--- src/pcmc_defines.svh ---
// constants of the periodic message composer: offsets, fields, resets, timing
// assumes one 40 MHz clock; included by bare name
`ifndef PCMC_DEFINES_SVH
`define PCMC_DEFINES_SVH

`define PCMC_CLK_PERIOD_NS  25
`define PCMC_MS_NS          1000000
`define PCMC_MS_CYCLES      (`PCMC_MS_NS / `PCMC_CLK_PERIOD_NS)

`define PCMC_SLOTS          4
`define PCMC_PAYLOAD_BYTES  8
`define PCMC_ITEMS          8
`define PCMC_ID_W           11
`define PCMC_FIFO_DEPTH     8
`define PCMC_FIFO_W         75

`define PCMC_REG_CTRL       8'h00
`define PCMC_REG_STATUS     8'h04
`define PCMC_SLOT_CFG       4'h0
`define PCMC_SLOT_ITEMS_LO  4'h4
`define PCMC_SLOT_ITEMS_HI  4'h8

`define PCMC_CTRL_ROLE_BIT  0
`define PCMC_CFG_ADD_BIT    11
`define PCMC_CFG_RATE_LSB   16

`define PCMC_RATE_MIN_MS    16'h0014
`define PCMC_RATE_RST       16'h0064
`define PCMC_ID_RST         11'h000
`define PCMC_ITEMS_RST      64'h0000_0000_0000_0000

`define PCMC_ID_RSV_A       11'h080
`define PCMC_ID_RSV_B       11'h100
`define PCMC_ID_RSV_C       11'h180
`define PCMC_ID_RSV_D       11'h280
`define PCMC_ID_RSV_E       11'h380
`define PCMC_ID_RSV_F       11'h700
`define PCMC_ID_RNG_LO      11'h580
`define PCMC_ID_RNG_HI      11'h67f
`define PCMC_ID_TOP         11'h77f

`define PCMC_SOC_MAX        8'h64
`define PCMC_FAULT_MAX      8'h96
`define PCMC_FILL_BYTE      8'h00

`endif

--- src/pcmc_pkg.sv ---
// types of the periodic message composer
// assumes pcmc_defines.svh for the numeric constants
package pcmc_pkg;

    typedef enum logic [4:0] {
        PCMC_IT_END       = 5'h00,
        PCMC_IT_EMPTY_B   = 5'h01,
        PCMC_IT_EMPTY_W   = 5'h02,
        PCMC_IT_KEY_V     = 5'h03,
        PCMC_IT_DC_BUS_V  = 5'h04,
        PCMC_IT_CUR       = 5'h05,
        PCMC_IT_CUR_ABS   = 5'h06,
        PCMC_IT_K10       = 5'h07,
        PCMC_IT_K10_ABS   = 5'h08,
        PCMC_IT_K16       = 5'h09,
        PCMC_IT_K16_ABS   = 5'h0a,
        PCMC_IT_M10       = 5'h0b,
        PCMC_IT_M10_ABS   = 5'h0c,
        PCMC_IT_M16       = 5'h0d,
        PCMC_IT_M16_ABS   = 5'h0e,
        PCMC_IT_SOC       = 5'h0f,
        PCMC_IT_FAULT     = 5'h10
    } pcmc_item_t;

    typedef enum logic [1:0] {
        PCMC_ST_IDLE = 2'b00,
        PCMC_ST_PACK = 2'b01,
        PCMC_ST_PUSH = 2'b11
    } pcmc_state_t;

endpackage

--- src/pcmc_composer.sv ---
// periodic message composer: four timed slots pack controller variables
// into eight-byte frames and queue them for the network controller
// assumes variables and ready come from logic on the same clock
`timescale 1ns/1ps
`include "pcmc_defines.svh"

module pcmc_fifo #(
    parameter int W = 8,
    parameter int D = 8
) (
    input  wire logic         i_clk,
    input  wire logic         i_resetn,
    input  wire logic         i_in_valid,
    output logic              o_in_ready,
    input  wire logic [W-1:0] i_in_data,
    output logic              o_out_valid,
    input  wire logic         i_out_ready,
    output logic [W-1:0]      o_out_data
);
    localparam int AW = $clog2(D);
    localparam int CW = $clog2(D + 1);

    logic [W-1:0]  mem_ff [D];
    logic [AW-1:0] wr_ptr_ff;
    logic [AW-1:0] rd_ptr_ff;
    logic [CW-1:0] count_ff;
    logic          push;
    logic          pop;

    assign o_in_ready  = (count_ff != CW'(D));
    assign o_out_valid = (count_ff != '0);
    assign push        = i_in_valid & o_in_ready;
    assign pop         = o_out_valid & i_out_ready;
    assign o_out_data  = mem_ff[rd_ptr_ff];

    always_ff @(posedge i_clk) begin
        if (push) begin
            mem_ff[wr_ptr_ff] <= i_in_data;
        end
    end

    always_ff @(posedge i_clk or negedge i_resetn) begin
        if (!i_resetn) begin
            wr_ptr_ff <= '0;
            rd_ptr_ff <= '0;
            count_ff  <= '0;
        end else begin
            if (push) begin
                wr_ptr_ff <= (wr_ptr_ff == AW'(D - 1)) ? '0 : wr_ptr_ff + 1'b1;
            end
            if (pop) begin
                rd_ptr_ff <= (rd_ptr_ff == AW'(D - 1)) ? '0 : rd_ptr_ff + 1'b1;
            end
            case ({push, pop})
                2'b10:   count_ff <= count_ff + 1'b1;
                2'b01:   count_ff <= count_ff - 1'b1;
                default: count_ff <= count_ff;
            endcase
        end
    end
endmodule

module pcmc_composer #(
    parameter int P_MS_CYCLES = `PCMC_MS_CYCLES
) (
    input  wire logic        I_CLK,
    input  wire logic        I_RESETN,
    input  wire logic [7:0]  I_ADDR,
    input  wire logic [31:0] I_WDATA,
    input  wire logic        I_WR,
    input  wire logic        I_RD,
    output logic [31:0]      O_RDATA,
    input  wire logic [6:0]  I_NODE_ID,
    input  wire logic [15:0] I_KEY_VOLT_CV,
    input  wire logic [15:0] I_DC_BUS_DV,
    input  wire logic [15:0] I_NODE_CUR_DA,
    input  wire logic [15:0] I_SPEED_KMH10,
    input  wire logic [15:0] I_SPEED_KMH16,
    input  wire logic [15:0] I_SPEED_MPH10,
    input  wire logic [15:0] I_SPEED_MPH16,
    input  wire logic [7:0]  I_SOC_PCT,
    input  wire logic [7:0]  I_FAULT_CODE,
    output logic             O_TX_VALID,
    input  wire logic        I_TX_READY,
    output logic [10:0]      O_TX_ID,
    output logic [63:0]      O_TX_DATA
);
    localparam int NS = `PCMC_SLOTS;

    logic                  role_en_ff;
    logic [10:0]           id_ff     [NS];
    logic                  add_ff    [NS];
    logic [15:0]           rate_ff   [NS];
    logic [63:0]           items_ff  [NS];
    logic [NS-1:0]         reject_ff;
    logic [NS-1:0]         due_ff;
    logic [NS-1:0]         fire;
    logic [NS-1:0]         take;
    logic [NS-1:0]         slot_en;
    logic [31:0]           ms_cnt_ff;
    logic                  ms_tick;
    logic [31:0]           nxt_rdata;

    logic                  is_slot;
    logic [1:0]            w_slot;
    logic [3:0]            w_sub;
    logic                  cfg_ok;
    logic [NS-1:0]         nxt_reject_set;

    pcmc_pkg::pcmc_state_t state_ff;
    logic [63:0]           cur_items_ff;
    logic [10:0]           cur_id_ff;
    logic [63:0]           pay_ff;
    logic [3:0]            pos_ff;
    logic [3:0]            idx_ff;
    pcmc_pkg::pcmc_item_t  cur_code;
    logic [15:0]           item_val;
    logic                  item_word;
    logic                  item_end;
    logic [3:0]            pos_nx;

    logic                  fifo_ready;

    function automatic logic [15:0] abs16(input logic [15:0] v);
        abs16 = v[15] ? 16'(~v + 16'h0001) : v;
    endfunction

    function automatic logic id_ok(input logic [10:0] id);
        logic single;
        single = (id == `PCMC_ID_RSV_A) || (id == `PCMC_ID_RSV_B) ||
                 (id == `PCMC_ID_RSV_C) || (id == `PCMC_ID_RSV_D) ||
                 (id == `PCMC_ID_RSV_E) || (id == `PCMC_ID_RSV_F);
        id_ok  = !single &&
                 !((id >= `PCMC_ID_RNG_LO) && (id <= `PCMC_ID_RNG_HI)) &&
                 (id < `PCMC_ID_TOP);
    endfunction

    // register decode
    assign is_slot = (I_ADDR[7:4] >= 4'h1) && (I_ADDR[7:4] <= 4'h4);
    assign w_slot  = 2'(I_ADDR[7:4] - 4'h1);
    assign w_sub   = I_ADDR[3:0];
    assign cfg_ok  = id_ok(I_WDATA[10:0]) &&
                     (I_WDATA[31:16] >= `PCMC_RATE_MIN_MS);

    always_comb begin
        nxt_reject_set = '0;
        if (I_WR && is_slot && role_en_ff && w_sub == `PCMC_SLOT_CFG &&
            !cfg_ok) begin
            nxt_reject_set[w_slot] = 1'b1;
        end
    end

    always_ff @(posedge I_CLK or negedge I_RESETN) begin
        if (!I_RESETN) begin
            role_en_ff <= 1'b0;
        end else if (I_WR && I_ADDR == `PCMC_REG_CTRL) begin
            role_en_ff <= I_WDATA[`PCMC_CTRL_ROLE_BIT];
        end
    end

    // a bad write leaves the old settings in place, so a running slot never
    // sees a half-valid configuration
    always_ff @(posedge I_CLK or negedge I_RESETN) begin
        if (!I_RESETN) begin
            for (int s = 0; s < NS; s++) begin
                id_ff[s]    <= `PCMC_ID_RST;
                add_ff[s]   <= 1'b0;
                rate_ff[s]  <= `PCMC_RATE_RST;
                items_ff[s] <= `PCMC_ITEMS_RST;
            end
        end else if (I_WR && is_slot && role_en_ff) begin
            case (w_sub)
                `PCMC_SLOT_CFG: begin
                    if (cfg_ok) begin
                        id_ff[w_slot]   <= I_WDATA[10:0];
                        add_ff[w_slot]  <= I_WDATA[`PCMC_CFG_ADD_BIT];
                        rate_ff[w_slot] <= I_WDATA[31:16];
                    end
                end
                `PCMC_SLOT_ITEMS_LO: items_ff[w_slot][31:0]  <= I_WDATA;
                `PCMC_SLOT_ITEMS_HI: items_ff[w_slot][63:32] <= I_WDATA;
                default: ;
            endcase
        end
    end

    // sticky reject flags: write one to clear, a new reject wins
    always_ff @(posedge I_CLK or negedge I_RESETN) begin
        if (!I_RESETN) begin
            reject_ff <= '0;
        end else begin
            reject_ff <= (I_WR && I_ADDR == `PCMC_REG_STATUS) ?
                         ((reject_ff & ~I_WDATA[3:0]) | nxt_reject_set) :
                         (reject_ff | nxt_reject_set);
        end
    end

    always_comb begin
        nxt_rdata = 32'h0000_0000;
        if (I_ADDR == `PCMC_REG_CTRL) begin
            nxt_rdata[`PCMC_CTRL_ROLE_BIT] = role_en_ff;
        end else if (I_ADDR == `PCMC_REG_STATUS) begin
            nxt_rdata[15:0] = {due_ff, 2'b00, state_ff, slot_en, reject_ff};
        end else if (is_slot) begin
            case (w_sub)
                `PCMC_SLOT_CFG: nxt_rdata = {rate_ff[w_slot], 4'h0,
                                             add_ff[w_slot], id_ff[w_slot]};
                `PCMC_SLOT_ITEMS_LO: nxt_rdata = items_ff[w_slot][31:0];
                `PCMC_SLOT_ITEMS_HI: nxt_rdata = items_ff[w_slot][63:32];
                default: nxt_rdata = 32'h0000_0000;
            endcase
        end
    end

    always_ff @(posedge I_CLK or negedge I_RESETN) begin
        if (!I_RESETN) begin
            O_RDATA <= 32'h0000_0000;
        end else if (I_RD) begin
            O_RDATA <= nxt_rdata;
        end else begin
            O_RDATA <= 32'h0000_0000;
        end
    end

    // millisecond time base
    assign ms_tick = (ms_cnt_ff == 32'(P_MS_CYCLES - 1));

    always_ff @(posedge I_CLK or negedge I_RESETN) begin
        if (!I_RESETN) begin
            ms_cnt_ff <= 32'h0000_0000;
        end else begin
            ms_cnt_ff <= ms_tick ? 32'h0000_0000 : ms_cnt_ff + 32'h0000_0001;
        end
    end

    // per-slot period timers
    for (genvar s = 0; s < NS; s++) begin : g_slot
        logic [15:0] per_cnt_ff;

        assign slot_en[s] = role_en_ff && (id_ff[s] != 11'h000);
        assign fire[s]    = slot_en[s] && ms_tick &&
                            (per_cnt_ff >= rate_ff[s] - 16'h0001);

        always_ff @(posedge I_CLK or negedge I_RESETN) begin
            if (!I_RESETN) begin
                per_cnt_ff <= 16'h0000;
            end else if (!slot_en[s]) begin
                per_cnt_ff <= 16'h0000;
            end else if (ms_tick) begin
                per_cnt_ff <= fire[s] ? 16'h0000 : per_cnt_ff + 16'h0001;
            end
        end

        // a period that elapses while the slot still waits to be taken merges into
        // the pending one rather than piling up; frames already in the queue still pile up
        always_ff @(posedge I_CLK or negedge I_RESETN) begin
            if (!I_RESETN) begin
                due_ff[s] <= 1'b0;
            end else if (!slot_en[s]) begin
                due_ff[s] <= 1'b0;
            end else begin
                due_ff[s] <= (due_ff[s] & ~take[s]) | fire[s];
            end
        end
    end

    // lowest-numbered due slot is served first
    always_comb begin
        take = '0;
        if (state_ff == pcmc_pkg::PCMC_ST_IDLE) begin
            for (int s = NS - 1; s >= 0; s--) begin
                if (due_ff[s]) begin
                    take = '0;
                    take[s] = 1'b1;
                end
            end
        end
    end

    // item value selection
    assign cur_code = pcmc_pkg::pcmc_item_t'(cur_items_ff[{idx_ff[2:0], 3'b000} +: 5]);

    always_comb begin
        item_val  = {8'h00, `PCMC_FILL_BYTE};
        item_word = 1'b1;
        item_end  = 1'b0;
        unique case (cur_code)
            pcmc_pkg::PCMC_IT_END:      item_end = 1'b1;
            pcmc_pkg::PCMC_IT_EMPTY_B:  item_word = 1'b0;
            pcmc_pkg::PCMC_IT_EMPTY_W:
                item_val = {`PCMC_FILL_BYTE, `PCMC_FILL_BYTE};
            pcmc_pkg::PCMC_IT_KEY_V:    item_val = I_KEY_VOLT_CV;
            pcmc_pkg::PCMC_IT_DC_BUS_V: item_val = I_DC_BUS_DV;
            pcmc_pkg::PCMC_IT_CUR:      item_val = I_NODE_CUR_DA;
            pcmc_pkg::PCMC_IT_CUR_ABS:  item_val = abs16(I_NODE_CUR_DA);
            pcmc_pkg::PCMC_IT_K10:      item_val = I_SPEED_KMH10;
            pcmc_pkg::PCMC_IT_K10_ABS:  item_val = abs16(I_SPEED_KMH10);
            pcmc_pkg::PCMC_IT_K16:      item_val = I_SPEED_KMH16;
            pcmc_pkg::PCMC_IT_K16_ABS:  item_val = abs16(I_SPEED_KMH16);
            pcmc_pkg::PCMC_IT_M10:      item_val = I_SPEED_MPH10;
            pcmc_pkg::PCMC_IT_M10_ABS:  item_val = abs16(I_SPEED_MPH10);
            pcmc_pkg::PCMC_IT_M16:      item_val = I_SPEED_MPH16;
            pcmc_pkg::PCMC_IT_M16_ABS:  item_val = abs16(I_SPEED_MPH16);
            pcmc_pkg::PCMC_IT_SOC: begin
                item_word = 1'b0;
                item_val  = {8'h00, (I_SOC_PCT > `PCMC_SOC_MAX) ?
                             `PCMC_SOC_MAX : I_SOC_PCT};
            end
            pcmc_pkg::PCMC_IT_FAULT: begin
                item_word = 1'b0;
                item_val  = {8'h00, (I_FAULT_CODE > `PCMC_FAULT_MAX) ?
                             `PCMC_FAULT_MAX : I_FAULT_CODE};
            end
            default:                    item_end = 1'b1;
        endcase
    end

    assign pos_nx = pos_ff + 4'h1;

    // composer: one item per cycle, then hand the frame to the queue
    always_ff @(posedge I_CLK or negedge I_RESETN) begin
        if (!I_RESETN) begin
            state_ff     <= pcmc_pkg::PCMC_ST_IDLE;
            cur_items_ff <= 64'h0000_0000_0000_0000;
            cur_id_ff    <= 11'h000;
            pay_ff       <= 64'h0000_0000_0000_0000;
            pos_ff       <= 4'h0;
            idx_ff       <= 4'h0;
        end else begin
            unique case (state_ff)
                pcmc_pkg::PCMC_ST_IDLE: begin
                    if (|due_ff) begin
                        for (int s = 0; s < NS; s++) begin
                            if (take[s]) begin
                                cur_items_ff <= items_ff[s];
                                cur_id_ff    <= add_ff[s] ?
                                    11'(id_ff[s] + {4'h0, I_NODE_ID}) :
                                    id_ff[s];
                            end
                        end
                        pay_ff   <= {8{`PCMC_FILL_BYTE}};
                        pos_ff   <= 4'h0;
                        idx_ff   <= 4'h0;
                        state_ff <= pcmc_pkg::PCMC_ST_PACK;
                    end
                end
                pcmc_pkg::PCMC_ST_PACK: begin
                    // a word that would spill past byte 7 ends the list
                    if (idx_ff == 4'(`PCMC_ITEMS) || item_end ||
                        pos_ff == 4'(`PCMC_PAYLOAD_BYTES) ||
                        (item_word && pos_ff == 4'h7)) begin
                        state_ff <= pcmc_pkg::PCMC_ST_PUSH;
                    end else if (item_word) begin
                        pay_ff[{pos_ff[2:0], 3'b000} +: 8] <= item_val[7:0];
                        pay_ff[{pos_nx[2:0], 3'b000} +: 8] <=
                            item_val[15:8];
                        pos_ff <= pos_ff + 4'h2;
                        idx_ff <= idx_ff + 4'h1;
                    end else begin
                        pay_ff[{pos_ff[2:0], 3'b000} +: 8] <= item_val[7:0];
                        pos_ff <= pos_nx;
                        idx_ff <= idx_ff + 4'h1;
                    end
                end
                pcmc_pkg::PCMC_ST_PUSH: begin
                    if (fifo_ready) begin
                        state_ff <= pcmc_pkg::PCMC_ST_IDLE;
                    end
                end
                default: state_ff <= pcmc_pkg::PCMC_ST_IDLE;
            endcase
        end
    end

    // the queue feeds the shared network controller, which sends every
    // frame at the one network bit rate
    pcmc_fifo #(
        .W (`PCMC_FIFO_W),
        .D (`PCMC_FIFO_DEPTH)
    ) u_fifo (
        .i_clk       (I_CLK),
        .i_resetn    (I_RESETN),
        .i_in_valid  (state_ff == pcmc_pkg::PCMC_ST_PUSH),
        .o_in_ready  (fifo_ready),
        .i_in_data   ({cur_id_ff, pay_ff}),
        .o_out_valid (O_TX_VALID),
        .i_out_ready (I_TX_READY),
        .o_out_data  ({O_TX_ID, O_TX_DATA})
    );
endmodule

--- config.mk ---
export PLATFORM = sky130hd
export DESIGN_NAME = pcmc_composer
export DESIGN_NICKNAME = d
export VERILOG_FILES = /design/src/pcmc_pkg.sv /design/src/pcmc_composer.sv
export VERILOG_INCLUDE_DIRS = /design/src
export SDC_FILE = /design/constraint.sdc
export NUM_CORES = 2
export LEC_CHECK = 0
export BUFFER_PORTS_ARGS = -buffer_cell sky130_fd_sc_hd__buf_4
export CORE_AREA = 2 2 420 422
export CTS_CLUSTER_DIAMETER = 120
export CTS_CLUSTER_SIZE = 10
export DETAILED_ROUTE_END_ITERATION = 12
export DIE_AREA = 0 0 422 424
export PLACE_DENSITY = 0.51
export SLEW_MARGIN = 15
export SYNTH_ARGS = -nofsm -noshare
export SYNTH_HDL_FRONTEND = slang
export SYNTH_SLANG_ARGS = --single-unit
--- constraint.sdc ---
create_clock -name I_CLK -period 7 [get_ports I_CLK]
set_input_delay 2.1 -clock I_CLK [delete_from_list [all_inputs] [get_ports I_CLK]]
set_output_delay 2.1 -clock I_CLK [all_outputs]
set_load 0.005 [all_outputs]
==> results_dict.tcl <==
set metrics [dict create \
    outcome "finished clean" \
    worstPathArrival_ns 3.30 \
    first_pass_iters 5 \
    cts.sinks 1240 \
    start_kind "flip-flop" \
    ys.flop_type "dfrtp_1" \
    fin_worst_skew_ns 0.0438 \
    ioPinCount 288 \
    hpwl_um 123000 \
    htreeDepth 4 \
    critPathSlowestCell "dfrtp_4" \
    io_buffer_count 287 \
    grt_pass1_wl_um 276000 \
    drv_cap 0 \
    synth_seq_cells 1240 \
    start_util 0.346 \
    routedWlPerCell_um 25.8 \
    relSlewSlack 0.216 \
    fmax_mhz 185 \
    final_cell_mix "dfrtp_1, edfxtp_1, mux2_2, buf_4, nand2_1" \
    dieHeight_um 424 \
    stdcell_count 7207 \
    place_inst 6971 \
    grt-ovfl-total 0 \
    grt_start_max_net_pins 155 \
    cts_resized 0 \
    hold_violations 0 \
    finalCriticalPeriod_ns 5.40 \
    synth_edf_count 600 \
    path_cells "buf_4, mux4_2, mux2_2, buf_4" \
    synth_cell_types 93 \
    finalCritPeriodShare 0.771 \
    holdCritStartpoint "ms_cnt_ff[31]$_DFF_PN0_" \
    cp_num_buf_inv 2 \
    max_stage_delay_ns 0.92 \
    gp_congestion 0.968 \
    critPathKind "reg2out" \
    vias_per_cell 5.52 \
    cp-end-kind "output pin" \
    ant_nets 0 \
    path_clk_slew_ns 0.06 \
    leakage_nw 30.0 \
    grtUsageTotal 0.205 \
    avgSynthCellArea_um2 13.4 \
    clockRootBuffer "clkbuf_16" \
    n_fill_cell 16600 \
    synth-seq-area-share 0.562 \
    critPathTopFamily "flip-flops" \
    core_area_um2 175000 \
    drive_above_1_share 0.270 \
    rsz0062_at_grt "false" \
    slew_viol_final 0 \
    row_count 154 \
    p_per_area_nw_per_um2 231 \
    grt_pass1_vias 40400 \
    layout_commonest_cell "dfrtp_1" \
    syn_to_final_growth_pct 15.2 \
    worst_pin_slew_ns 1.17 \
    syn-num-nets 4826 \
    rr_startpoint "idx_ff[1]$_DFFE_PN0P_" \
    cp_common_cell "buf_4" \
    wl_um 186000 \
    initialDrtViolationCount 3091 \
    route.vias.total 39800 \
    hp-class "reg2reg" \
    synth_cells 4510 \
    post-cts-setup-buffer-count 0 \
    cp-startpoint "u_fifo.rd_ptr_ff[0]$_DFFE_PN0P_" \
    nNetsFinal 5091 \
    clk_latency_ns 0.78 \
    dieArea_um2 179000 \
    critPathMaxFanout 38 \
    required_ns 4.90 \
    chipWidth_um 422 \
    postCtsHoldBufs 0 \
    yosys_warnings 0 \
    clk_path_buf_depth 3 \
    setup_viol 0 \
    drc 0 \
    fin_setup_tns_ns 0 \
    cts_tree "yes" \
    ir_drop_mv 0.244 \
    cts_made_buffers 142 \
    r2r_slack_ns 1.85 \
    synth-async-reset-ratio 0.516 \
    power_mw 16.1 \
    antenna_found_initial 11 \
    syn-cell-area_um2 60600 \
]
[flip-flops by register name (all words and copies together), names as in the netlist]
register and count:
O_RDATA 32, add_ff 4, cur_id_ff 11, cur_items_ff 40, due_ff 4, g_slot.per_cnt_ff 64
id_ff 44, idx_ff 4, items_ff 256, ms_cnt_ff 32, pay_ff 64, pos_ff 4
rate_ff 64, reject_ff 4, role_en_ff 1, state_ff 2, u_fifo.count_ff 4, u_fifo.mem_ff 600
u_fifo.rd_ptr_ff 3, u_fifo.wr_ptr_ff 3
[final timing paths]
kind	endpoint	cells past startpoint
max reg2reg	pay_ff[54]$_DFFE_PN0P_	10
min reg2reg	ms_cnt_ff[31]$_DFF_PN0_	1
max in group asynchronous	cur_items_ff[60]$_DFFE_PN0P_	2
min in group asynchronous	g_slot[3].per_cnt_ff[2]$_DFFE_PN0P_	1
min	ms_cnt_ff[31]$_DFF_PN0_	1
max	O_TX_DATA[46]	4
[cell usage after synthesis, drive strengths merged (31+ instances only)]
library cell / n / area share
a211oi: 57 / 0.0071
a21o: 56 / 0.0069
a21oi: 180 / 0.015
and3: 48 / 0.0050
buf: 77 / 0.0062
clkbuf: 166 / 0.010
dfrtp: 628 / 0.26
edfxtp: 600 / 0.30
ha: 131 / 0.027
inv: 80 / 0.0050
mux2: 456 / 0.085
mux2i: 106 / 0.018
mux4: 247 / 0.092
nand2: 336 / 0.021
nand2b: 39 / 0.0040
nand3: 73 / 0.0060
nand3b: 31 / 0.0038
nor2: 253 / 0.016
nor3: 86 / 0.0073
nor4: 37 / 0.0042
o21ai: 197 / 0.016
o221ai: 66 / 0.0095
or3: 39 / 0.0040
xnor2: 87 / 0.013
xor2: 81 / 0.012
[layout make-up]
cell class                      instances  area [um2]  area share
Inverter                               80         300     0.00430
Sequential cell                      1240       34100       0.488
Timing Repair Buffer                  364        2880      0.0413
Multi-Input combinational cell       2947       25400       0.364
Clock buffer                          210        3830      0.0549
Tap cell                             2340        2930      0.0419
Clock inverter                         16         345     0.00495
Antenna cell                           10        25.0    0.000358
[per-stage QoR]
stage               setup WS (ns)  hold WS [ns]  instance area, um2   util
finish                       1.60         0.472               69800  0.399
global route                 1.37         0.507               69800  0.399
CTS                          1.44         0.476               69800  0.399
detailed placement           1.41         0.467               65600  0.375
global placement             1.40         0.465               65600  0.375
floorplan                   0.139         0.447               60600      -
[routing by layer]
layer,vias up,global-route usage,part of all wire
li1,17800,-,-
met1,20800,0.270,0.43
met2,950,0.348,0.49
met3,255,0.0275,0.042
met4,2,0.0733,0.032
met5,-,0,0.000086
[cells by family (layout without fill, tap and decap cells)]
family / after synthesis / in the layout / share of synthesized area
other: 0 / 10 / 0
xor gates and xnor gates: 168 / 168 / 0.0243
buffers and inverters: 323 / 670 / 0.0214
adders and majority gates: 136 / 136 / 0.0287
AOI/OAI and AO/OA: 776 / 776 / 0.0847
and+or+nand+nor: 1058 / 1058 / 0.0846
DFF: 1240 / 1240 / 0.562
muxes: 809 / 809 / 0.194
[power by group]
| part | switching, mW | internal [mW] |
|---|---|---|
| registers | 0.159 | 7.63 |
| logic | 0.847 | 0.646 |
| clock network | 3.02 | 3.82 |
(Power assumes the default switching activity.)
